===== src/shared/pds_pkg.sv =====
package pds_pkg;
   // register byte offsets
   localparam logic [7:0] OFF_RDIV   = 8'h00;
   localparam logic [7:0] OFF_NDIV   = 8'h04;
   localparam logic [7:0] OFF_SYNC   = 8'h08;
   localparam logic [7:0] OFF_LDCFG  = 8'h0c;
   localparam logic [7:0] OFF_PINMUX = 8'h10;
   localparam logic [7:0] OFF_STATUS = 8'h14;
   localparam logic [7:0] OFF_IRQST  = 8'h18;
   localparam logic [7:0] OFF_IRQMSK = 8'h1c;
   // reset values
   localparam logic [31:0] RST_RDIV   = 32'h0000_0000;
   localparam logic [31:0] RST_NDIV   = 32'h0000_0001;
   localparam logic [31:0] RST_SYNC   = 32'h0000_0000;
   localparam logic [31:0] RST_LDCFG  = 32'h0000_0000;
   localparam logic [31:0] RST_PINMUX = 32'h0000_0000;
   localparam logic [31:0] RST_IRQMSK = 32'h0000_0000;
   // field positions
   localparam int NDIV_B_LSB   = 0;
   localparam int NDIV_A_LSB   = 16;
   localparam int NDIV_P_LSB   = 24;
   localparam int SYNC_EN_LSB  = 6;
   localparam int REF_DLY_LSB  = 0;
   localparam int REF_DLY_EN   = 3;
   localparam int FB_DLY_LSB   = 8;
   localparam int FB_DLY_EN    = 11;
   localparam int LD_ABP_LSB   = 0;
   localparam int LD_WIN_BIT   = 4;
   localparam int LD_CNT_LSB   = 5;
   localparam int PM_LD_LSB    = 0;
   localparam int PM_ST_LSB    = 2;
   localparam int PM_RM_LSB    = 4;
   localparam int IRQ_LOCK     = 0;
   localparam int IRQ_UNLOCK   = 1;
   localparam int IRQ_W        = 2;
   // timing
   localparam int CLK_PERIOD_NS = 50;
   localparam int DELAY_SPAN_NS = 1;
   localparam int DELAY_STEP_CYC = (DELAY_SPAN_NS + CLK_PERIOD_NS - 1) / CLK_PERIOD_NS;
   localparam logic [7:0] LOCK_THR_BASE = 8'h02;
   localparam logic [7:0] LD_CNT_SEL0   = 8'h05;
   localparam logic [7:0] LD_CNT_SEL1   = 8'h10;
   localparam logic [7:0] LD_CNT_SEL2   = 8'h40;
   localparam logic [7:0] LD_CNT_SEL3   = 8'hff;
   localparam logic [1:0] AXI_OKAY   = 2'b00;
   localparam logic [1:0] AXI_SLVERR = 2'b10;

   typedef enum logic [2:0] {PS_DM2, PS_DM4, PS_DM8, PS_DM16, PS_DM32,
                             PS_FD1, PS_FD2, PS_FD3} pds_presc_t;
   typedef enum logic [1:0] {PM_LOW, PM_LOCK, PM_UNLOCK, PM_HIGH} pds_pinsel_t;

   typedef struct packed {
      pds_presc_t  presc;
      logic [5:0]  aCount;
      logic [12:0] bCount;
   } pds_ndiv_t;

   typedef struct packed {
      logic       win;
      logic [1:0] cnt;
      logic [1:0] abp;
   } pds_ldcfg_t;
endpackage : pds_pkg


===== src/rtl/pds_top.sv =====
// What this block does
// - enabled sync pin clears the R counter and the single N counter (prescaler, A and B combined) in the same cycle
// - sync-pin counter reset is disabled after reset until software enables it
// - reference and feedback paths each have an enableable 3-bit programmable delay
// - fixed divide mode ignores A; feedback division is prescaler times B
// - B equal to one bypasses A and B; division equals prescaler alone
// - lock indication routes through per-pin muxes to three output pins
// - every phase detector cycle the rising-edge separation is measured
// - lock asserts after a selectable count of consecutive cycles under threshold
// - once locked, one cycle beyond unlock threshold drops lock at once
// - unlock threshold is wider than lock threshold for hysteresis
// - thresholds derive from window bit and backlash width field; count setting picks the lock cycle count
// - reference divider values zero and one both divide by one
//
// Chosen here: the AXI4-Lite register port and the register addresses.
module pds_top
   import pds_pkg::*;
(
   // clock and reset
   input  wire logic        clk,
   input  wire logic        arst_n,
   // pll clocks and sync pin
   input  wire logic        refIn,
   input  wire logic        fbIn,
   input  wire logic        syncPin_n,
   // axi4-lite write
   input  wire logic [7:0]  s_axi_awaddr,
   input  wire logic        s_axi_awvalid,
   output      logic        s_axi_awready,
   input  wire logic [31:0] s_axi_wdata,
   input  wire logic [3:0]  s_axi_wstrb,
   input  wire logic        s_axi_wvalid,
   output      logic        s_axi_wready,
   output      logic [1:0]  s_axi_bresp,
   output      logic        s_axi_bvalid,
   input  wire logic        s_axi_bready,
   // axi4-lite read
   input  wire logic [7:0]  s_axi_araddr,
   input  wire logic        s_axi_arvalid,
   output      logic        s_axi_arready,
   output      logic [31:0] s_axi_rdata,
   output      logic [1:0]  s_axi_rresp,
   output      logic        s_axi_rvalid,
   input  wire logic        s_axi_rready,
   // pins and interrupt
   output      logic        lockDetectPin,
   output      logic        statusPin,
   output      logic        referenceMonitorPin,
   output      logic        digitalLockIndication,
   output      logic        irq
);

   typedef enum logic [1:0] {PD_IDLE, PD_WAIT_FB, PD_WAIT_REF} pds_pdstate_t;

   function automatic logic [31:0] applyStrb(input logic [31:0] old, input logic [31:0] d,
                                             input logic [3:0] s);
      for (int i = 0; i < 4; i++) begin
         if (s[i]) old[8*i +: 8] = d[8*i +: 8];
      end
      return old;
   endfunction : applyStrb

   function automatic logic pinDrive(input logic [1:0] sel, input logic lk);
      case (pds_pinsel_t'(sel))
         PM_LOW:    pinDrive = 1'b0;
         PM_LOCK:   pinDrive = lk;
         PM_UNLOCK: pinDrive = ~lk;
         default:   pinDrive = 1'b1;
      endcase
   endfunction : pinDrive

   function automatic logic [18:0] prescVal(input pds_presc_t p);
      case (p)
         PS_DM2:  prescVal = 19'h2;
         PS_DM4:  prescVal = 19'h4;
         PS_DM8:  prescVal = 19'h8;
         PS_DM16: prescVal = 19'h10;
         PS_DM32: prescVal = 19'h20;
         PS_FD1:  prescVal = 19'h1;
         PS_FD2:  prescVal = 19'h2;
         default: prescVal = 19'h3;
      endcase
   endfunction : prescVal

   ////////////////////////////////////////////////////////////////////////////
   logic [31:0]        regRdiv, regNdiv, regSync, regLdcfg, regPinmux, regIrqMsk;
   logic [IRQ_W-1:0]   irqSt;
   logic [7:0]         awAddr;
   logic [31:0]        wData;
   logic [3:0]         wStrb;
   logic               awHeld, wHeld;
   logic               doWrite, doRead, rdIrq;
   logic               lock, lockRise, lockFall;
   logic [7:0]         lockCnt, lastSep;
   pds_ndiv_t          ndiv;
   pds_ldcfg_t         ldcfg;

   assign ndiv  = pds_ndiv_t'({regNdiv[NDIV_P_LSB +: 3], regNdiv[NDIV_A_LSB +: 6],
                               regNdiv[NDIV_B_LSB +: 13]});
   assign ldcfg = pds_ldcfg_t'({regLdcfg[LD_WIN_BIT], regLdcfg[LD_CNT_LSB +: 2],
                                regLdcfg[LD_ABP_LSB +: 2]});

   // axi handshakes
   assign s_axi_awready = ~awHeld & ~s_axi_bvalid;
   assign s_axi_wready  = ~wHeld & ~s_axi_bvalid;
   assign s_axi_arready = ~s_axi_rvalid;
   assign doWrite = awHeld & wHeld & ~s_axi_bvalid;
   assign doRead  = s_axi_arvalid & s_axi_arready;
   assign rdIrq   = doRead & (s_axi_araddr == OFF_IRQST);

   // write channel capture and response
   always_ff @(posedge clk or negedge arst_n) begin
      if (!arst_n) begin
         awHeld <= 1'b0;
         wHeld <= 1'b0;
         awAddr <= 8'h00;
         wData <= 32'h0000_0000;
         wStrb <= 4'h0;
         s_axi_bvalid <= 1'b0;
         s_axi_bresp <= AXI_OKAY;
      end else begin
         if (s_axi_awvalid && s_axi_awready) begin
            awHeld <= 1'b1;
            awAddr <= s_axi_awaddr;
         end
         if (s_axi_wvalid && s_axi_wready) begin
            wHeld <= 1'b1;
            wData <= s_axi_wdata;
            wStrb <= s_axi_wstrb;
         end
         if (doWrite) begin
            awHeld <= 1'b0;
            wHeld <= 1'b0;
            s_axi_bvalid <= 1'b1;
            case (awAddr)
               OFF_RDIV, OFF_NDIV, OFF_SYNC, OFF_LDCFG, OFF_PINMUX, OFF_IRQMSK,
               OFF_STATUS, OFF_IRQST: s_axi_bresp <= AXI_OKAY;
               default:               s_axi_bresp <= AXI_SLVERR;
            endcase
         end else if (s_axi_bready) begin
            s_axi_bvalid <= 1'b0;
         end
      end
   end

   // configuration registers
   always_ff @(posedge clk or negedge arst_n) begin
      if (!arst_n) begin
         regRdiv <= RST_RDIV;
         regNdiv <= RST_NDIV;
         regSync <= RST_SYNC;
         regLdcfg <= RST_LDCFG;
         regPinmux <= RST_PINMUX;
         regIrqMsk <= RST_IRQMSK;
      end else if (doWrite) begin
         case (awAddr)
            OFF_RDIV:   regRdiv <= applyStrb(regRdiv, wData, wStrb) & 32'h0000_3fff;
            OFF_NDIV:   regNdiv <= applyStrb(regNdiv, wData, wStrb) & 32'h073f_1fff;
            OFF_SYNC:   regSync <= applyStrb(regSync, wData, wStrb) & 32'h0000_0fcf;
            OFF_LDCFG:  regLdcfg <= applyStrb(regLdcfg, wData, wStrb) & 32'h0000_0073;
            OFF_PINMUX: regPinmux <= applyStrb(regPinmux, wData, wStrb) & 32'h0000_003f;
            OFF_IRQMSK: regIrqMsk <= applyStrb(regIrqMsk, wData, wStrb) & 32'h0000_0003;
            default: ;
         endcase
      end
   end

   // read channel
   always_ff @(posedge clk or negedge arst_n) begin
      if (!arst_n) begin
         s_axi_rvalid <= 1'b0;
         s_axi_rdata <= 32'h0000_0000;
         s_axi_rresp <= AXI_OKAY;
      end else if (doRead) begin
         s_axi_rvalid <= 1'b1;
         s_axi_rresp <= AXI_OKAY;
         case (s_axi_araddr)
            OFF_RDIV:   s_axi_rdata <= regRdiv;
            OFF_NDIV:   s_axi_rdata <= regNdiv;
            OFF_SYNC:   s_axi_rdata <= regSync;
            OFF_LDCFG:  s_axi_rdata <= regLdcfg;
            OFF_PINMUX: s_axi_rdata <= regPinmux;
            OFF_STATUS: s_axi_rdata <= {8'h00, lastSep, lockCnt, 7'h00, lock};
            OFF_IRQST:  s_axi_rdata <= {30'h0, irqSt};
            OFF_IRQMSK: s_axi_rdata <= regIrqMsk;
            default: begin
               s_axi_rdata <= 32'h0000_0000;
               s_axi_rresp <= AXI_SLVERR;
            end
         endcase
      end else if (s_axi_rready) begin
         s_axi_rvalid <= 1'b0;
      end
   end

   // sticky events, read clears, new event wins
   always_ff @(posedge clk or negedge arst_n) begin
      if (!arst_n) begin
         irqSt <= '0;
      end else begin
         irqSt <= (rdIrq ? '0 : irqSt) | {lockFall, lockRise};
      end
   end
   assign irq = |(irqSt & regIrqMsk[IRQ_W-1:0]);

   ////////////////////////////////////////////////////////////////////////////
   logic        refPrev, fbPrev, refEdge, fbEdge, syncClr;
   logic [13:0] rCnt, rTerm;
   logic [18:0] nCnt, nTotal;
   logic        refDivPulse, fbDivPulse;
   logic [1:0]  syncEnAct;

   assign refEdge = refIn & ~refPrev;
   assign fbEdge  = fbIn & ~fbPrev;
   assign rTerm   = (regRdiv[13:0] <= 14'h1) ? 14'h1 : regRdiv[13:0];
   assign syncClr = (syncEnAct != 2'b00) & ~syncPin_n;

   // feedback division from prescaler, a and b
   always_comb begin
      if (ndiv.bCount <= 13'h1) begin
         nTotal = prescVal(ndiv.presc);
      end else if (ndiv.presc >= PS_FD1) begin
         nTotal = 19'(prescVal(ndiv.presc) * 19'(ndiv.bCount));
      end else begin
         nTotal = 19'(prescVal(ndiv.presc) * 19'(ndiv.bCount) + 19'(ndiv.aCount));
      end
   end

   // r and n counters, both cleared together by sync
   always_ff @(posedge clk or negedge arst_n) begin
      if (!arst_n) begin
         refPrev <= 1'b0;
         fbPrev <= 1'b0;
         rCnt <= 14'h0;
         nCnt <= 19'h0;
         refDivPulse <= 1'b0;
         fbDivPulse <= 1'b0;
      end else begin
         refPrev <= refIn;
         fbPrev <= fbIn;
         refDivPulse <= 1'b0;
         fbDivPulse <= 1'b0;
         if (syncClr) begin
            rCnt <= 14'h0;
            nCnt <= 19'h0;
         end else begin
            if (refEdge) begin
               refDivPulse <= (rCnt >= rTerm - 14'h1);
               rCnt <= (rCnt >= rTerm - 14'h1) ? 14'h0 : rCnt + 14'h1;
            end
            if (fbEdge) begin
               fbDivPulse <= (nCnt >= nTotal - 19'h1);
               nCnt <= (nCnt >= nTotal - 19'h1) ? 19'h0 : nCnt + 19'h1;
            end
         end
      end
   end

   // sync enable taken at a reference divider output, or at once while disabled
   always_ff @(posedge clk or negedge arst_n) begin
      if (!arst_n) begin
         syncEnAct <= 2'b00;
      end else if (refDivPulse || syncEnAct == 2'b00) begin
         syncEnAct <= regSync[SYNC_EN_LSB +: 2];
      end
   end

   ////////////////////////////////////////////////////////////////////////////
   logic [1:0] dlyIn, dlyOut, dlyEnAct;
   logic [2:0] dlyTap [2];
   logic [7:0] dlyLine [2];
   logic       refPfd, fbPfd;

   assign dlyIn = {fbDivPulse, refDivPulse};

   // programmable delay cells, settings taken at each path's own output
   for (genvar g = 0; g < 2; g++) begin : g_dly
      always_ff @(posedge clk or negedge arst_n) begin
         if (!arst_n) begin
            dlyLine[g] <= 8'h00;
            dlyTap[g] <= 3'h0;
            dlyEnAct[g] <= 1'b0;
         end else begin
            dlyLine[g] <= {dlyLine[g][6:0], dlyIn[g]};
            if (dlyIn[g] && dlyLine[g] == 8'h00) begin
               dlyTap[g] <= g ? regSync[FB_DLY_LSB +: 3] : regSync[REF_DLY_LSB +: 3];
               dlyEnAct[g] <= g ? regSync[FB_DLY_EN] : regSync[REF_DLY_EN];
            end
         end
      end
      // the pulse that loads new settings already follows them: none lost or doubled
      assign dlyOut[g] = ((dlyIn[g] && dlyLine[g] == 8'h00)
                          ? (g ? regSync[FB_DLY_EN] : regSync[REF_DLY_EN])
                          : dlyEnAct[g]) ? dlyLine[g][dlyTap[g]] : dlyIn[g];
   end
   assign refPfd = dlyOut[0];
   assign fbPfd  = dlyOut[1];

   ////////////////////////////////////////////////////////////////////////////
   pds_pdstate_t pdState;
   logic [7:0]   sepCnt, lockThr, unlockThr, cntTarget, measSep;
   logic         measValid, measBig;

   assign lockThr   = 8'((LOCK_THR_BASE + 8'(ldcfg.abp)) << ldcfg.win);
   assign unlockThr = 8'(lockThr << 1);
   always_comb begin
      case (ldcfg.cnt)
         2'd0:    cntTarget = LD_CNT_SEL0;
         2'd1:    cntTarget = LD_CNT_SEL1;
         2'd2:    cntTarget = LD_CNT_SEL2;
         default: cntTarget = LD_CNT_SEL3;
      endcase
   end

   // edge separation measurement per phase detector cycle
   always_ff @(posedge clk or negedge arst_n) begin
      if (!arst_n) begin
         pdState <= PD_IDLE;
         sepCnt <= 8'h0;
         measValid <= 1'b0;
         measBig <= 1'b0;
         measSep <= 8'h0;
      end else begin
         measValid <= 1'b0;
         sepCnt <= sepCnt + 8'h1;
         case (pdState)
            PD_IDLE: begin
               sepCnt <= 8'h0;
               if (refPfd && fbPfd) begin
                  measValid <= 1'b1;
                  measBig <= 1'b0;
                  measSep <= 8'h0;
               end else if (refPfd) begin
                  pdState <= PD_WAIT_FB;
               end else if (fbPfd) begin
                  pdState <= PD_WAIT_REF;
               end
            end
            PD_WAIT_FB, PD_WAIT_REF: begin
               if ((pdState == PD_WAIT_FB) ? fbPfd : refPfd) begin
                  measValid <= 1'b1;
                  measBig <= 1'b0;
                  measSep <= sepCnt + 8'h1;
                  pdState <= PD_IDLE;
               end else if ((pdState == PD_WAIT_FB ? refPfd : fbPfd)
                            || sepCnt + 8'h1 > unlockThr) begin
                  measValid <= 1'b1;
                  measBig <= 1'b1;
                  measSep <= sepCnt + 8'h1;
                  pdState <= PD_IDLE;
               end
            end
            default: pdState <= PD_IDLE;
         endcase
      end
   end

   // consecutive-cycle lock counting with unlock hysteresis
   always_ff @(posedge clk or negedge arst_n) begin
      if (!arst_n) begin
         lock <= 1'b0;
         lockCnt <= 8'h0;
         lastSep <= 8'h0;
      end else if (measValid) begin
         lastSep <= measSep;
         if (!lock) begin
            if (!measBig && measSep < lockThr) begin
               if (lockCnt + 8'h1 >= cntTarget) begin
                  lock <= 1'b1;
                  lockCnt <= 8'h0;
               end else begin
                  lockCnt <= lockCnt + 8'h1;
               end
            end else begin
               lockCnt <= 8'h0;
            end
         end else if (measBig || measSep > unlockThr) begin
            lock <= 1'b0;
         end
      end
   end
   assign lockRise = measValid & ~lock & ~measBig & (measSep < lockThr)
                     & (lockCnt + 8'h1 >= cntTarget);
   assign lockFall = measValid & lock & (measBig | (measSep > unlockThr));

   // output pin muxes
   always_ff @(posedge clk or negedge arst_n) begin
      if (!arst_n) begin
         lockDetectPin <= 1'b0;
         statusPin <= 1'b0;
         referenceMonitorPin <= 1'b0;
         digitalLockIndication <= 1'b0;
      end else begin
         lockDetectPin <= pinDrive(regPinmux[PM_LD_LSB +: 2], lock);
         statusPin <= pinDrive(regPinmux[PM_ST_LSB +: 2], lock);
         referenceMonitorPin <= pinDrive(regPinmux[PM_RM_LSB +: 2], lock);
         digitalLockIndication <= lock;
      end
   end
endmodule : pds_top


===== config.mk =====
export PLATFORM = sky130hd
export DESIGN_NAME = pds_top
export DESIGN_NICKNAME = d
export VERILOG_FILES = /design/src/shared/pds_pkg.sv /design/src/rtl/pds_top.sv
export SDC_FILE = /design/constraint.sdc
export NUM_CORES = 1
export LEC_CHECK = 0
export ABC_CLOCK_PERIOD_IN_PS = 14500
export BUFFER_PORTS_ARGS = -buffer_cell sky130_fd_sc_hd__buf_2
export CAP_MARGIN = 5
export CELL_PAD_IN_SITES_DETAIL_PLACEMENT = 0
export CELL_PAD_IN_SITES_GLOBAL_PLACEMENT = 1
export CORE_MARGIN = 10
export CORE_UTILIZATION = 53
export CTS_CLUSTER_DIAMETER = 60
export DETAILED_ROUTE_END_ITERATION = 16
export GPL_TIMING_DRIVEN = 0
export PLACE_DENSITY = 0.88
export SYNTH_ARGS = -nofsm -noshare
export SYNTH_HDL_FRONTEND = slang
export SYNTH_SLANG_ARGS = --single-unit

===== constraint.sdc =====
create_clock -name clk -period 14.5 [get_ports clk]
set_input_delay 2.9 -clock clk [delete_from_list [all_inputs] [get_ports clk]]
set_output_delay 2.9 -clock clk [all_outputs]
set_load 0.05 [all_outputs]

# --- Word level (Yosys, flattened, before mapping) ---
# Memory sizes are Yosys's and may differ from the RTL's.
# Index checks and enable logic that the tools add are counted.
word_totals:
  register_bits: 244
  rom_bits: 32
  input_bits: 62
  out_inout_bits: 46
  wordCells: 246
  n_memories: 1
classes:
  addsub: 8
  mul: 2
  n_lt_le_gt_ge: 11
  eq_ne: 32
  shifts: 1
  muxes: 69
  n_bitwise: 27
  n_reduce_logical: 48
memory_table:
  columns: ["name", "words", "width", "rd", "rd_ports_with_merged_regs", "wr", "line", "source"]
  rows:
  - ["(no name shown)", 32, 1, 1, 0, 0, "pds_top.sv:135", "case (awAddr)"]
op_table:
  columns: ["op", "count"]
  rows:
  - ["$pmux 27 s8", 1]
  - ["$mux 19", 9]
  - ["$mux 14", 4]
  - ["$eq 8x5->1 const B", 6]
  - ["$mux 8", 6]
  - ["$reduce_and 3->1", 13]
  - ["$mul 19x13->19", 2]
  - ["$pmux 6 s6", 1]
  - ["$eq 8x4->1 const B", 4]
  - ["$logic_not 8->1", 4]
  - ["$mux 1", 30]
  - ["$pmux 8 s3", 1]
  - ["$add 19x1->19 const B", 1]
  - ["$add 19x6->19", 1]
  - ["$ge 19x19->1", 1]
  - ["$sub 19x1->19 const B", 1]
  - ["$add 8x1->8 const B", 2]
  - ["$eq 8x3->1 const B", 2]
  - ["$gt 8x8->1", 2]
  - ["$mux 2", 8]
  - ["$pmux 8 s2", 1]
  - ["$reduce_bool 2->1", 8]
  - ["$and 1x1->1", 15]
  - ["$add 14x1->14 const B", 1]
  - ["other kinds (33)", 74]

# --- Depth between registers and ports, before layout ---
# Gate-level depths: netlist of run 1.
logic_depth:
  word_depth: 14
  mapped_depth: 36
  depth_no_buf: 34

# --- Least setup slack after synthesis of run 1 ---
# No wires, ideal clock.
synth_path:
  path_type: "register to register"
  start: "register regNdiv[24]"
  end: "register nCnt[8]"
  setup_time_ps: 124
  arrival_ps: 7926
  t_required_ps: 14376
  slack_ps: 6450
  path_stages_with_launch: 33
  n_path_buf: 3
  period_less_slack_ps: 8050
  path_cell_list: "dfrtp_1 -> clkbuf_1 -> nor3b_1 -> clkbuf_1 -> nand2_1 -> fa_1 -> inv_1 -> fa_1 -> ha_1 -> fa_1 -> inv_1 -> fa_1 -> inv_1 -> ha_1 -> fa_1 -> nand3_1 -> a211oi_2 -> nor4b_2 -> o41ai_2 -> a21oi_1 -> and4b_1 -> or4_1 -> a21oi_2 -> xor2_1 -> ha_1 -> a2111oi_0 -> nand2_1 -> nor2_1 -> o2bb2ai_1 -> a21oi_1 -> clkbuf_1 -> nor2_1 -> a211o_1"
synth_between:
  elab_chain_cells: 14
  elab_cells_between_ends: 24
  cone_classes: "2 x add/sub; 2 x mul; 2 x order compare; 6 x eq/ne; 10 x mux; 2 x reduce/logical"
synth_rtl:
  columns: ["item", "line", "source"]
  rows:
  - ["from (decl)", "pds_top.sv:86", "logic [31:0] regRdiv, regNdiv, regSync, regLdcfg, regPinmux, regIrqMsk;"]
  - ["from (signal assigned)", "pds_top.sv:158", "OFF_NDIV: regNdiv <= applyStrb(regNdiv, wData, wStrb) & 32'h073f_1fff;"]
  - ["$eq 3x3->1 or $logic_not 3->1 (tied branches)", "pds_top.sv:73", "case (p)"]
  - ["$reduce_or 2->1 (no line)", null, null]
  - ["$pmux 6 s6", "pds_top.sv:73", null]
  - ["$mux 19", "pds_top.sv:222", "end else if (ndiv.presc >= PS_FD1) begin"]
  - ["$mux 19", "pds_top.sv:220", "if (ndiv.bCount <= 13'h1) begin"]
  - ["$mul 19x13->19", "pds_top.sv:225", "nTotal = 19'(prescVal(ndiv.presc) * 19'(ndiv.bCount) + 19'(ndiv.aCount));"]
  - ["$add 19x6->19", "pds_top.sv:225", null]
  - ["$mux 19", "pds_top.sv:222", null]
  - ["$mux 19 *", "pds_top.sv:220", null]
  - ["$sub 19x1->19 *", "pds_top.sv:253", "nCnt <= (nCnt >= nTotal - 19'h1) ? 19'h0 : nCnt + 19'h1;"]
  - ["$ge 19x19->1 *", "pds_top.sv:253", null]
  - ["$mux 19 *", "pds_top.sv:253", null]
  - ["$mux 19 *", "pds_top.sv:251", "if (fbEdge) begin"]
  - ["$mux 19 *", "pds_top.sv:243", "if (syncClr) begin"]
  - ["to (signal assigned)", "pds_top.sv:253", null]
  - ["to (decl)", "pds_top.sv:209", "logic [18:0] nCnt, nTotal;"]
# Every way passes the cells marked *; elsewhere a longest branch is shown, timed or not. The select of a mux whose other input is x is not followed.
# A chain may end at the register's enable or synchronous reset.

# --- Worst setup path after layout of run 1 ---
# Ends and elaborated chain as after synthesis.

==> metrics.txt, run 1 <==
Hold Path Stages 0; Global Route Usage Sum 0.2041; commonest non-fill, non-tap cell in the layout dfrtp_1; M1 wire length 18.15 mm; total power 3.010 mW; worst r2r path cells 32; grt total ovfl 0; CTS max path bufs 3; clk_lat worst skew between 0.5 and 0.6 ns; asr flop ratio synth 1.000; status finished clean; First-pass DRT Iterations 5; Critical Path Start Type register; CTS Sinks about 230; Post-Syn Area ~0.016 mm²; Reg2Reg Capture Point nCnt[8]; Synth Flop Type dfrtp_1; DR iter-0 viols 768; num ports between 100 and 150; top layer in use met4; WL/cell about 19 µm; cell mode on critical path fa_1; gp weighted congestion 0.8637; setup bufs post-CTS 0; Endpoint, Worst Hold dlyLine[11]; total CTS buffers 27; critical path endpoint category register; Max FO, Critical Path 10; Area after DPL ~0.017 mm²; Vias/cell about 5.7; placed cells around 2000; Post-synth EDFFs 0; number of distinct library cells after synthesis 77; initial core utilization 0.5379; Hold/Removal Path Class register to register; Finished Layout Cells roughly 2100; ant diodes 0; post-route minimum period roughly 9.7 ns; synth warn 0; Worst R2R Start regNdiv[24]; first-pass GRT wire length roughly 64 mm; RSZ-0062 raised after global routing no; Critical Path Max Stage Delay 0.85 ns; final setup vio count 0; routed wl met2 18.86 mm; # hold bufs at CTS 0; critical path class register to register; Seq/Total Area, Yosys 0.3649; Detail Placement HPWL between 30 and 40 mm; clock transition at the registers of the reported paths about 0.060 ns; Fillers 2559; Avg Inst Size Synth 10.19 µm²; Die W ~190 µm; Root Driver clkbuf_16; Post-Synthesis Cells 1569; Cell Rows 63; vias in the first global route 12150; Required @ worst endpoint ~15 ns; met3 routed WL about 1.3 mm; CTS H-Tree Depth 1; DRC 0; vias post-DR 12060; core area a little under 0.03 mm²; fin. max-slew vios 0; Synth-to-Final Area Change 11.76%; Die Height around 190 µm; share of cells above drive strength 1 0.1652; Max Clk Rate a little over 0.1 GHz; FF+latch count, synth 233; r2r setup slk slightly below 5 ns; Slew headroom 0.3599; area of the die about 0.038 mm²; Critical Path AT between 10 and 15 ns; IO Port Bufs 91; maximum vdd drop 0.1247 mV; Post-DRT Antenna Nets 0; Place WS around 4.8 ns; slowest cell on the critical path nor3b_1; Post-Route WL just under 40 mm; most frequent cells in the layout dfrtp_1 (232), ha_1 (150), nand2_1 (142); PwrDens 168.5 mW/mm²; final setup margin around 4.8 ns; number of cells upsized or downsized after cts 0; min-delay src dlyLine[10]; initial antenna violation count 0; Lkg Pwr slightly above 9 nW; TritonCTS clock tree done; Worst-Margin Slew 0.9581 ns; final setup TNS 0 ns; max cap viols 0; Clock Skews 0.01720 ns; Fin. Hold Viols 0; final net count approximately 2000; post-route design area 0.01786 mm²; Tcrit/Tclk final 0.6657; largest net degree at the start of global routing ~130
stage by stage:
step | hold WS, ns | util
after floorplan | 0.3519 | -
after global placement | 0.3828 | 0.5704
after detailed placement | 0.3870 | 0.5718
after global routing | 0.4089 | 0.6012
after CTS | 0.3996 | 0.6009
final | 0.3998 | 0.6012
per-layer routing:
| metal | vias up | GRT usage |
|---|---|---|
| li1 | 5790 | - |
| met1 | 5966 | 0.2722 |
| met2 | 229 | 0.3436 |
| met3 | 70 | 0.02334 |
| met4 | 0 | 0.05494 |
| met5 | - | 0 |
cells by family after synthesis:
kind of cell	synth area share
AOI/OAI and AO/OA	0.1193
xor gates and xnor gates	0.03562
adders and majority gates	0.1907
buffers and inverters	0.04337
DFF	0.3649
muxes	0.09018
other	0.0002346
and+or+nand+nor	0.1558
registers in the layout, indices dropped and copies added, names as in the netlist, 5 cells and up:
name / cells
awAddr: 8
rCnt: 14
lockCnt: 8
regPinmux: 6
regLdcfg: 5
nCnt: 19
dlyTap: 6
s_axi_rdata: 27
measSep: 8
sepCnt: 8
regNdiv: 22
lastSep: 8
regSync: 10
regRdiv: 14
dlyLine: 16
wData: 23
critical path: cells and delay by family (launching register included):
kind / cells / cell delay, ns
fa+ha+maj: 8 / 3.36
simple gates: 9 / 2.24
compound gates: 8 / 2.09
buf+inv: 6 / 1.30
flops: 1 / 0.41
xor+xnor: 1 / 0.15
how the worst max path moves through the flow:
stage	end	cells after the start	startpoint	slack, ns
2_1_floorplan	nCnt[8]	32	regNdiv[24]	6.45
3_3_place_gp	nCnt[18]	32	regNdiv[24]	4.93
3_5_place_dp	nCnt[4]	32	regNdiv[24]	4.80
4_1_cts	nCnt[4]	32	regNdiv[24]	4.80
5_1_grt	nCnt[15]	32	regNdiv[24]	4.14
6_report	nCnt[8]	32	regNdiv[24]	4.85
area by class of cell:
cell class,count,area [µm²],area share
Buffer,55,254.0,0.01422
Clock buffer,40,764.5,0.04279
Clock inverter,10,100.1,0.005603
Inverter,117,439.2,0.02458
Multi-Input combinational cell,1170,9482,0.5307
Sequential cell,233,5832,0.3264
Tap cell,390,488.0,0.02731
Timing Repair Buffer,94,505.5,0.02830
power breakdown:
group / switching, mW / total [mW] / internal (mW)
clock: 0.273 / 0.659 / 0.385
sequential: 0.135 / 0.907 / 0.772
combinational: 0.851 / 1.44 / 0.593
total: 1.26 / 3.01 / 1.75
Yosys cell counts (all sizes together) (5+ instances only):
cell type	instances	share of area
dfrtp	232	0.36
ha	150	0.12
nand2	142	0.033
inv	117	0.027
mux2	112	0.079
o21ai	76	0.024
nor2	73	0.017
fa	58	0.073
a21oi	47	0.015
nand3	45	0.015
a21o	42	0.020
and3	42	0.016
clkbuf	40	0.0094
xnor2	37	0.020
nor3	36	0.012
and2	32	0.013
xor2	28	0.015
nor2b	22	0.0086
nor3b	22	0.010
a31oi	18	0.0070
nand2b	18	0.0070
nor4	18	0.0078
buf	15	0.0065
a22o	13	0.0071
a22oi	12	0.0056
a221oi	10	0.0055
or3	10	0.0039
a32o	9	0.0056
mux2i	9	0.0056
o2bb2ai	9	0.0049
o21a	6	0.0028
a211o	5	0.0027
nand4	5	0.0020
No activity file was read; power rests on OpenSTA's default activity.
==> inputs of run 2 (changes only) <==
ABC_CLOCK_PERIOD_IN_PS = 7900   (was 14500)
CORE_UTILIZATION = 44   (was 53)
PLACE_DENSITY = 0.78   (was 0.88)
clock period = 7.9 ns   (was 14.5 ns; I/O delays follow)
==> run 2 against run 1 <==
Net effect: the run now ends with setup timing left; core utilization decreased by 6.7 points; via count increased by 1.9%; combinational power increased by 140%; worst setup slack got worse by 5.0 ns; sequential power increased by 84%; power increased by 110%; sequential cell count unchanged; final area increased by 6.9%; first-iteration DRC count increased by 9.4%; clock skew decreased by 0.010 ns; hold slack got worse by 0.0031 ns; critical path type unchanged; largest power group unchanged.
==> metrics.txt, run 2 (synthesized netlist as in run 1, its figures left out) <==
TritonCTS clock tree done; First-pass DRT Iterations 5; vias in the first global route between 10000 and 15000; CTS Sinks approximately 230; clock transition at the registers of the reported paths about 0.060 ns; DRC 0; Die W around 210 µm; ant diodes 0; total power about 6.4 mW; status finished with violations; critical path class register to register; Global Route Usage Sum 0.1871; total CTS buffers 26; Post-Route WL approximately 42 mm; Die Height ~210 µm; area of the die 0.04435 mm²; Post-DRT Antenna Nets 0; grt total ovfl 0; DR iter-0 viols 840; CTS H-Tree Depth 1; critical path endpoint category register; largest net degree at the start of global routing between 100 and 150; initial antenna violation count 1; core area around 0.036 mm²; clk_lat worst skew between 0.5 and 0.6 ns; vias post-DR roughly 12000; r2r setup slk -0.12 ns; commonest non-fill, non-tap cell in the layout dfrtp_1; Tcrit/Tclk final 1.015; Most flops, register s_axi_rdata; biggest regs s_axi_rdata (27), wData (23), regNdiv (22); RSZ-0062 raised after global routing yes; Worst-Margin Slew about 1.2 ns; Root Driver clkbuf_16; Clock Skews between 0.007 and 0.008 ns; final net count between 2000 and 2500; most frequent cells in the layout dfrtp_1 (230), nand2_1 (139), ha_1 (135); Place WS -1.205 ns; Required @ worst endpoint 8.37 ns; Critical Path Max Stage Delay between 0.5 and 0.6 ns; final core utilization 0.5343; PwrDens between 300 and 400 mW/mm²; WL/cell about 19 µm; failing checks setup timing; post-route minimum period ~8.0 ns; Max FO, Critical Path 8; final setup vio count 18; Critical Path Start Type register; initial core utilization 0.4472; max cap viols 0; first-pass GRT wire length about 70 mm; Critical Path AT approximately 8.5 ns; IO Port Bufs roughly 90; Detail Placement HPWL around 31 mm; maximum vdd drop ~0.22 mV; number of flip-flops in the largest register 27; Synth-to-Final Area Change 19.48%; Slew headroom 0.1804; num ports approximately 110; Cell Rows between 60 and 70; CTS max path bufs 3; Lkg Pwr between 9 and 10 nW; Hold/Removal Path Class register to register; gp weighted congestion approximately 0.84; hold slack ~0.40 ns; final setup margin -0.1172 ns; slowest cell on the critical path fa_2; Fin. Hold Viols 0; fin. max-slew vios 0; share of cells above drive strength 1 0.2441; Max Clk Rate between 0.1 and 0.15 GHz; cell mode on critical path fa_1; Vias/cell 5.509
run 2: changes by cell type in the layout (fill, tap and decap cells not counted), sizes merged:
cell,change
a21oi,+1
inv,-1
buf,+53
clkbuf,+1
clkinv,-3
run 2: final cells by class:
class                   count  area (µm²)
clock inverters             6       67.56
well taps                 461       576.8
repair buffers            147       977.2
fillers                  3222       16640
inverters                 117       439.2
multi-input cells        1171       10020
flip-flops and latches    233        5834
clock buffers              42       812.0
plain buffers              54       374.1
run 2: final timing paths:
| kind | from | to | depth (start not counted) |
|---|---|---|---|
| worst max-delay path | regNdiv[24] | nCnt[14] | 34 |
| worst min-delay path | dlyLine[9] | dlyLine[10] | 0 |
| worst max register to register | regNdiv[24] | nCnt[14] | 34 |
| worst min register to register | dlyLine[9] | dlyLine[10] | 0 |
| max in group asynchronous | arst_n | regNdiv[26] | 2 |
| min in group asynchronous | arst_n | nCnt[15] | 1 |
run 2: metrics by stage:
step                cell area, µm²  cells  TNS (ns)
floorplan                    16030   1575         0
detailed placement           17100   2128    -22.79
CTS                          18760   2217   -0.9469
finish                       19100   2231    -1.283
global placement             17070   2127    -21.57
global route                 19100   2231    -7.826
run 2: repair_timing:
item	4_1_cts	5_1_grt
hold buffers	0	0
setup buffers	37	16
gates cloned	4	0
pin swaps	63	46
setup endpoints to repair	20	20
resized for setup	116	50
run 2: metal layers:
metal	vias to the layer above	track usage	wire [µm]
li1	5900	-	-
met1	6095	0.2478	18760
met2	225	0.3145	20010
met3	68	0.02849	1823
met4	2	0.04620	1021
met5	-	0	13
run 2: power by group:
group / internal, mW / total [mW] / switching (mW) / leakage, nW
clock network: 0.737 / 1.22 / 0.485 / 0.431
registers: 1.42 / 1.67 / 0.248 / 3.13
logic: 1.57 / 3.50 / 1.92 / 6.04
total: 3.73 / 6.38 / 2.66 / 9.60
run 2: worst max-delay path: cells and delay by family (launching register included):
family,cells,cell delay [ns]
AOI/OAI and AO/OA,7,1.63
xor gates and xnor gates,2,0.33
adders and majority gates,8,3.38
buffers and inverters,8,0.97
DFF,1,0.42
muxes,1,0.13
and+or+nand+nor,8,1.10
==> inputs of run 3 (changes only) <==
PLACE_DENSITY = 0.83   (was 0.78)
==> run 3 against run 2 <==
Net effect: final cell count rose by 0.22%; clock skew rose by 0.011 ns; non-clock buffer count rose by 4; the flow still finishes with violations (setup timing); final area rose by 0.35%; power barely moved; worst setup slack improved by 0.014 ns; core utilization rose by 0.19 points; critical path type unchanged; register-to-register slack barely moved; sequential power barely moved.
==> metrics.txt, run 3 (synthesized netlist as in run 1, its figures left out) <==
# hold bufs at CTS 0; clock transition at the registers of the reported paths 0.06 ns; Slew headroom 0.05434; CTS max path bufs 3; Max FO, Critical Path 6; RSZ-0062 raised after global routing yes; number of flip-flops in the largest register 27; Clock Skews about 0.018 ns; gp weighted congestion around 0.86; Hold/Removal Path Class register to register; Die W 210.6 µm; Critical Path AT approximately 8.5 ns; Lkg Pwr around 9.6 nW; num ports about 110; vias in the first global route between 10000 and 15000; First-pass DRT Iterations 5; core area approximately 0.036 mm²; DR iter-0 viols 709; Required @ worst endpoint ~8.3 ns; clk_lat worst skew about 0.56 ns; Endpoint, Worst Hold dlyLine[15]; r2r setup slk -0.10 ns; area of the die about 0.044 mm²; biggest regs s_axi_rdata (27), wData (23), regNdiv (22); DRC 0; TritonCTS clock tree done; status finished with violations; final setup margin -0.1035 ns; vias post-DR about 12000; ant diodes 0; share of cells above drive strength 1 0.2524; Area after DPL about 0.017 mm²; Synth-to-Final Area Change 19.90%; cell mode on critical path fa_1; Cell Rows 69; failing checks setup timing; IO Port Bufs 91; critical path endpoint category register; Most flops, register s_axi_rdata; final setup vio count 17; Detail Placement HPWL around 31 mm; Critical Path Start Type register; Post-DRT Antenna Nets 0; post-route minimum period around 8 ns; worst r2r path cells 34; worst path buffer plus inverter count 8; initial core utilization 0.4472; slowest cell on the critical path fa_1; critical path class register to register; most frequent cells in the layout dfrtp_1 (230), nand2_1 (138), ha_1 (137); Root Driver clkbuf_16; CTS Sinks between 200 and 250; final net count a little over 2000; final setup TNS -0.7894 ns; Global Route Usage Sum 0.1897; Critical Path Max Stage Delay about 0.55 ns; Fin. Hold Viols 0; CP delay by family, top adder cells; total CTS buffers 27; Worst-Margin Slew roughly 1.4 ns; PwrDens roughly 330 mW/mm²; Die Height between 200 and 250 µm; max cap viols 0; Reg2Reg Capture Point nCnt[8]; largest net degree at the start of global routing 119; Post-Route WL between 40 and 50 mm; Max Clk Rate 0.1249 GHz; WL/cell ~19 µm; Vias/cell 5.576; CTS H-Tree Depth 1; hold slack 0.3962 ns; Worst R2R Start regNdiv[24]; commonest non-fill, non-tap cell in the layout dfrtp_1; final core utilization 0.5362; fin. max-slew vios 0; maximum vdd drop 0.2726 mV; grt total ovfl 0; min-delay src dlyLine[14]; first-pass GRT wire length roughly 69 mm; initial antenna violation count 0; Tcrit/Tclk final 1.013; Hold Path Stages 0; post-route design area ~0.019 mm²
## run 3: where the power goes
group	total (mW)	switching, mW	internal (mW)
combinational	3.49	1.96	1.54
sequential	1.67	0.257	1.42
clock	1.21	0.519	0.693
## run 3: worst max-delay path by stage
stage	to	startpoint	slack, ns	cells past startpoint
6_report	nCnt[8]	regNdiv[24]	-0.10	34
5_1_grt	nCnt[8]	regNdiv[24]	-0.36	34
4_1_cts	nCnt[14]	regNdiv[24]	0.0007	31
3_5_place_dp	nCnt[18]	regNdiv[24]	-1.26	32
3_3_place_gp	nCnt[4]	regNdiv[24]	-1.13	32
2_1_floorplan	nCnt[2]	regNdiv[26]	0.03	34
## run 3: routing by layer
metal | vias to the layer above | global-route usage | routed length, µm
met3 | 66 | 0.03591 | 2260
met1 | 6216 | 0.2387 | 18160
met4 | 0 | 0.05195 | 1168
li1 | 5922 | - | -
met2 | 264 | 0.3265 | 20710
met5 | - | 0 | 0
## run 3: layout make-up
| class | instances | area [µm²] |
|---|---|---|
| fillers | 3144 | 16580 |
| multi-input cells | 1171 | 10080 |
| flip-flops and latches | 233 | 5834 |
| repair buffers | 150 | 1001 |
| clock buffers | 38 | 777.0 |
| well taps | 461 | 576.8 |
| inverters | 117 | 439.2 |
| plain buffers | 55 | 364.1 |
| clock inverters | 11 | 91.34 |
## run 3: stage by stage
step	instances	power [mW]	worst slack [ns]
6_report	2236	6.378	-0.1035
5_1_grt	2236	6.816	-0.3622
4_1_cts	2230	6.108	0.0007150
3_5_place_dp	2130	4.363	-1.255
3_3_place_gp	2127	4.280	-1.126
2_1_floorplan	1575	3.599	0.02645
## run 3: what timing repair did
action / in CTS / in global routing
pin swaps: 54 / 48
buffers inserted: 47 / 6
resized for setup: 123 / 60
gates cloned: 4 / 0
endpoints found under the setup margin: 20 / 20
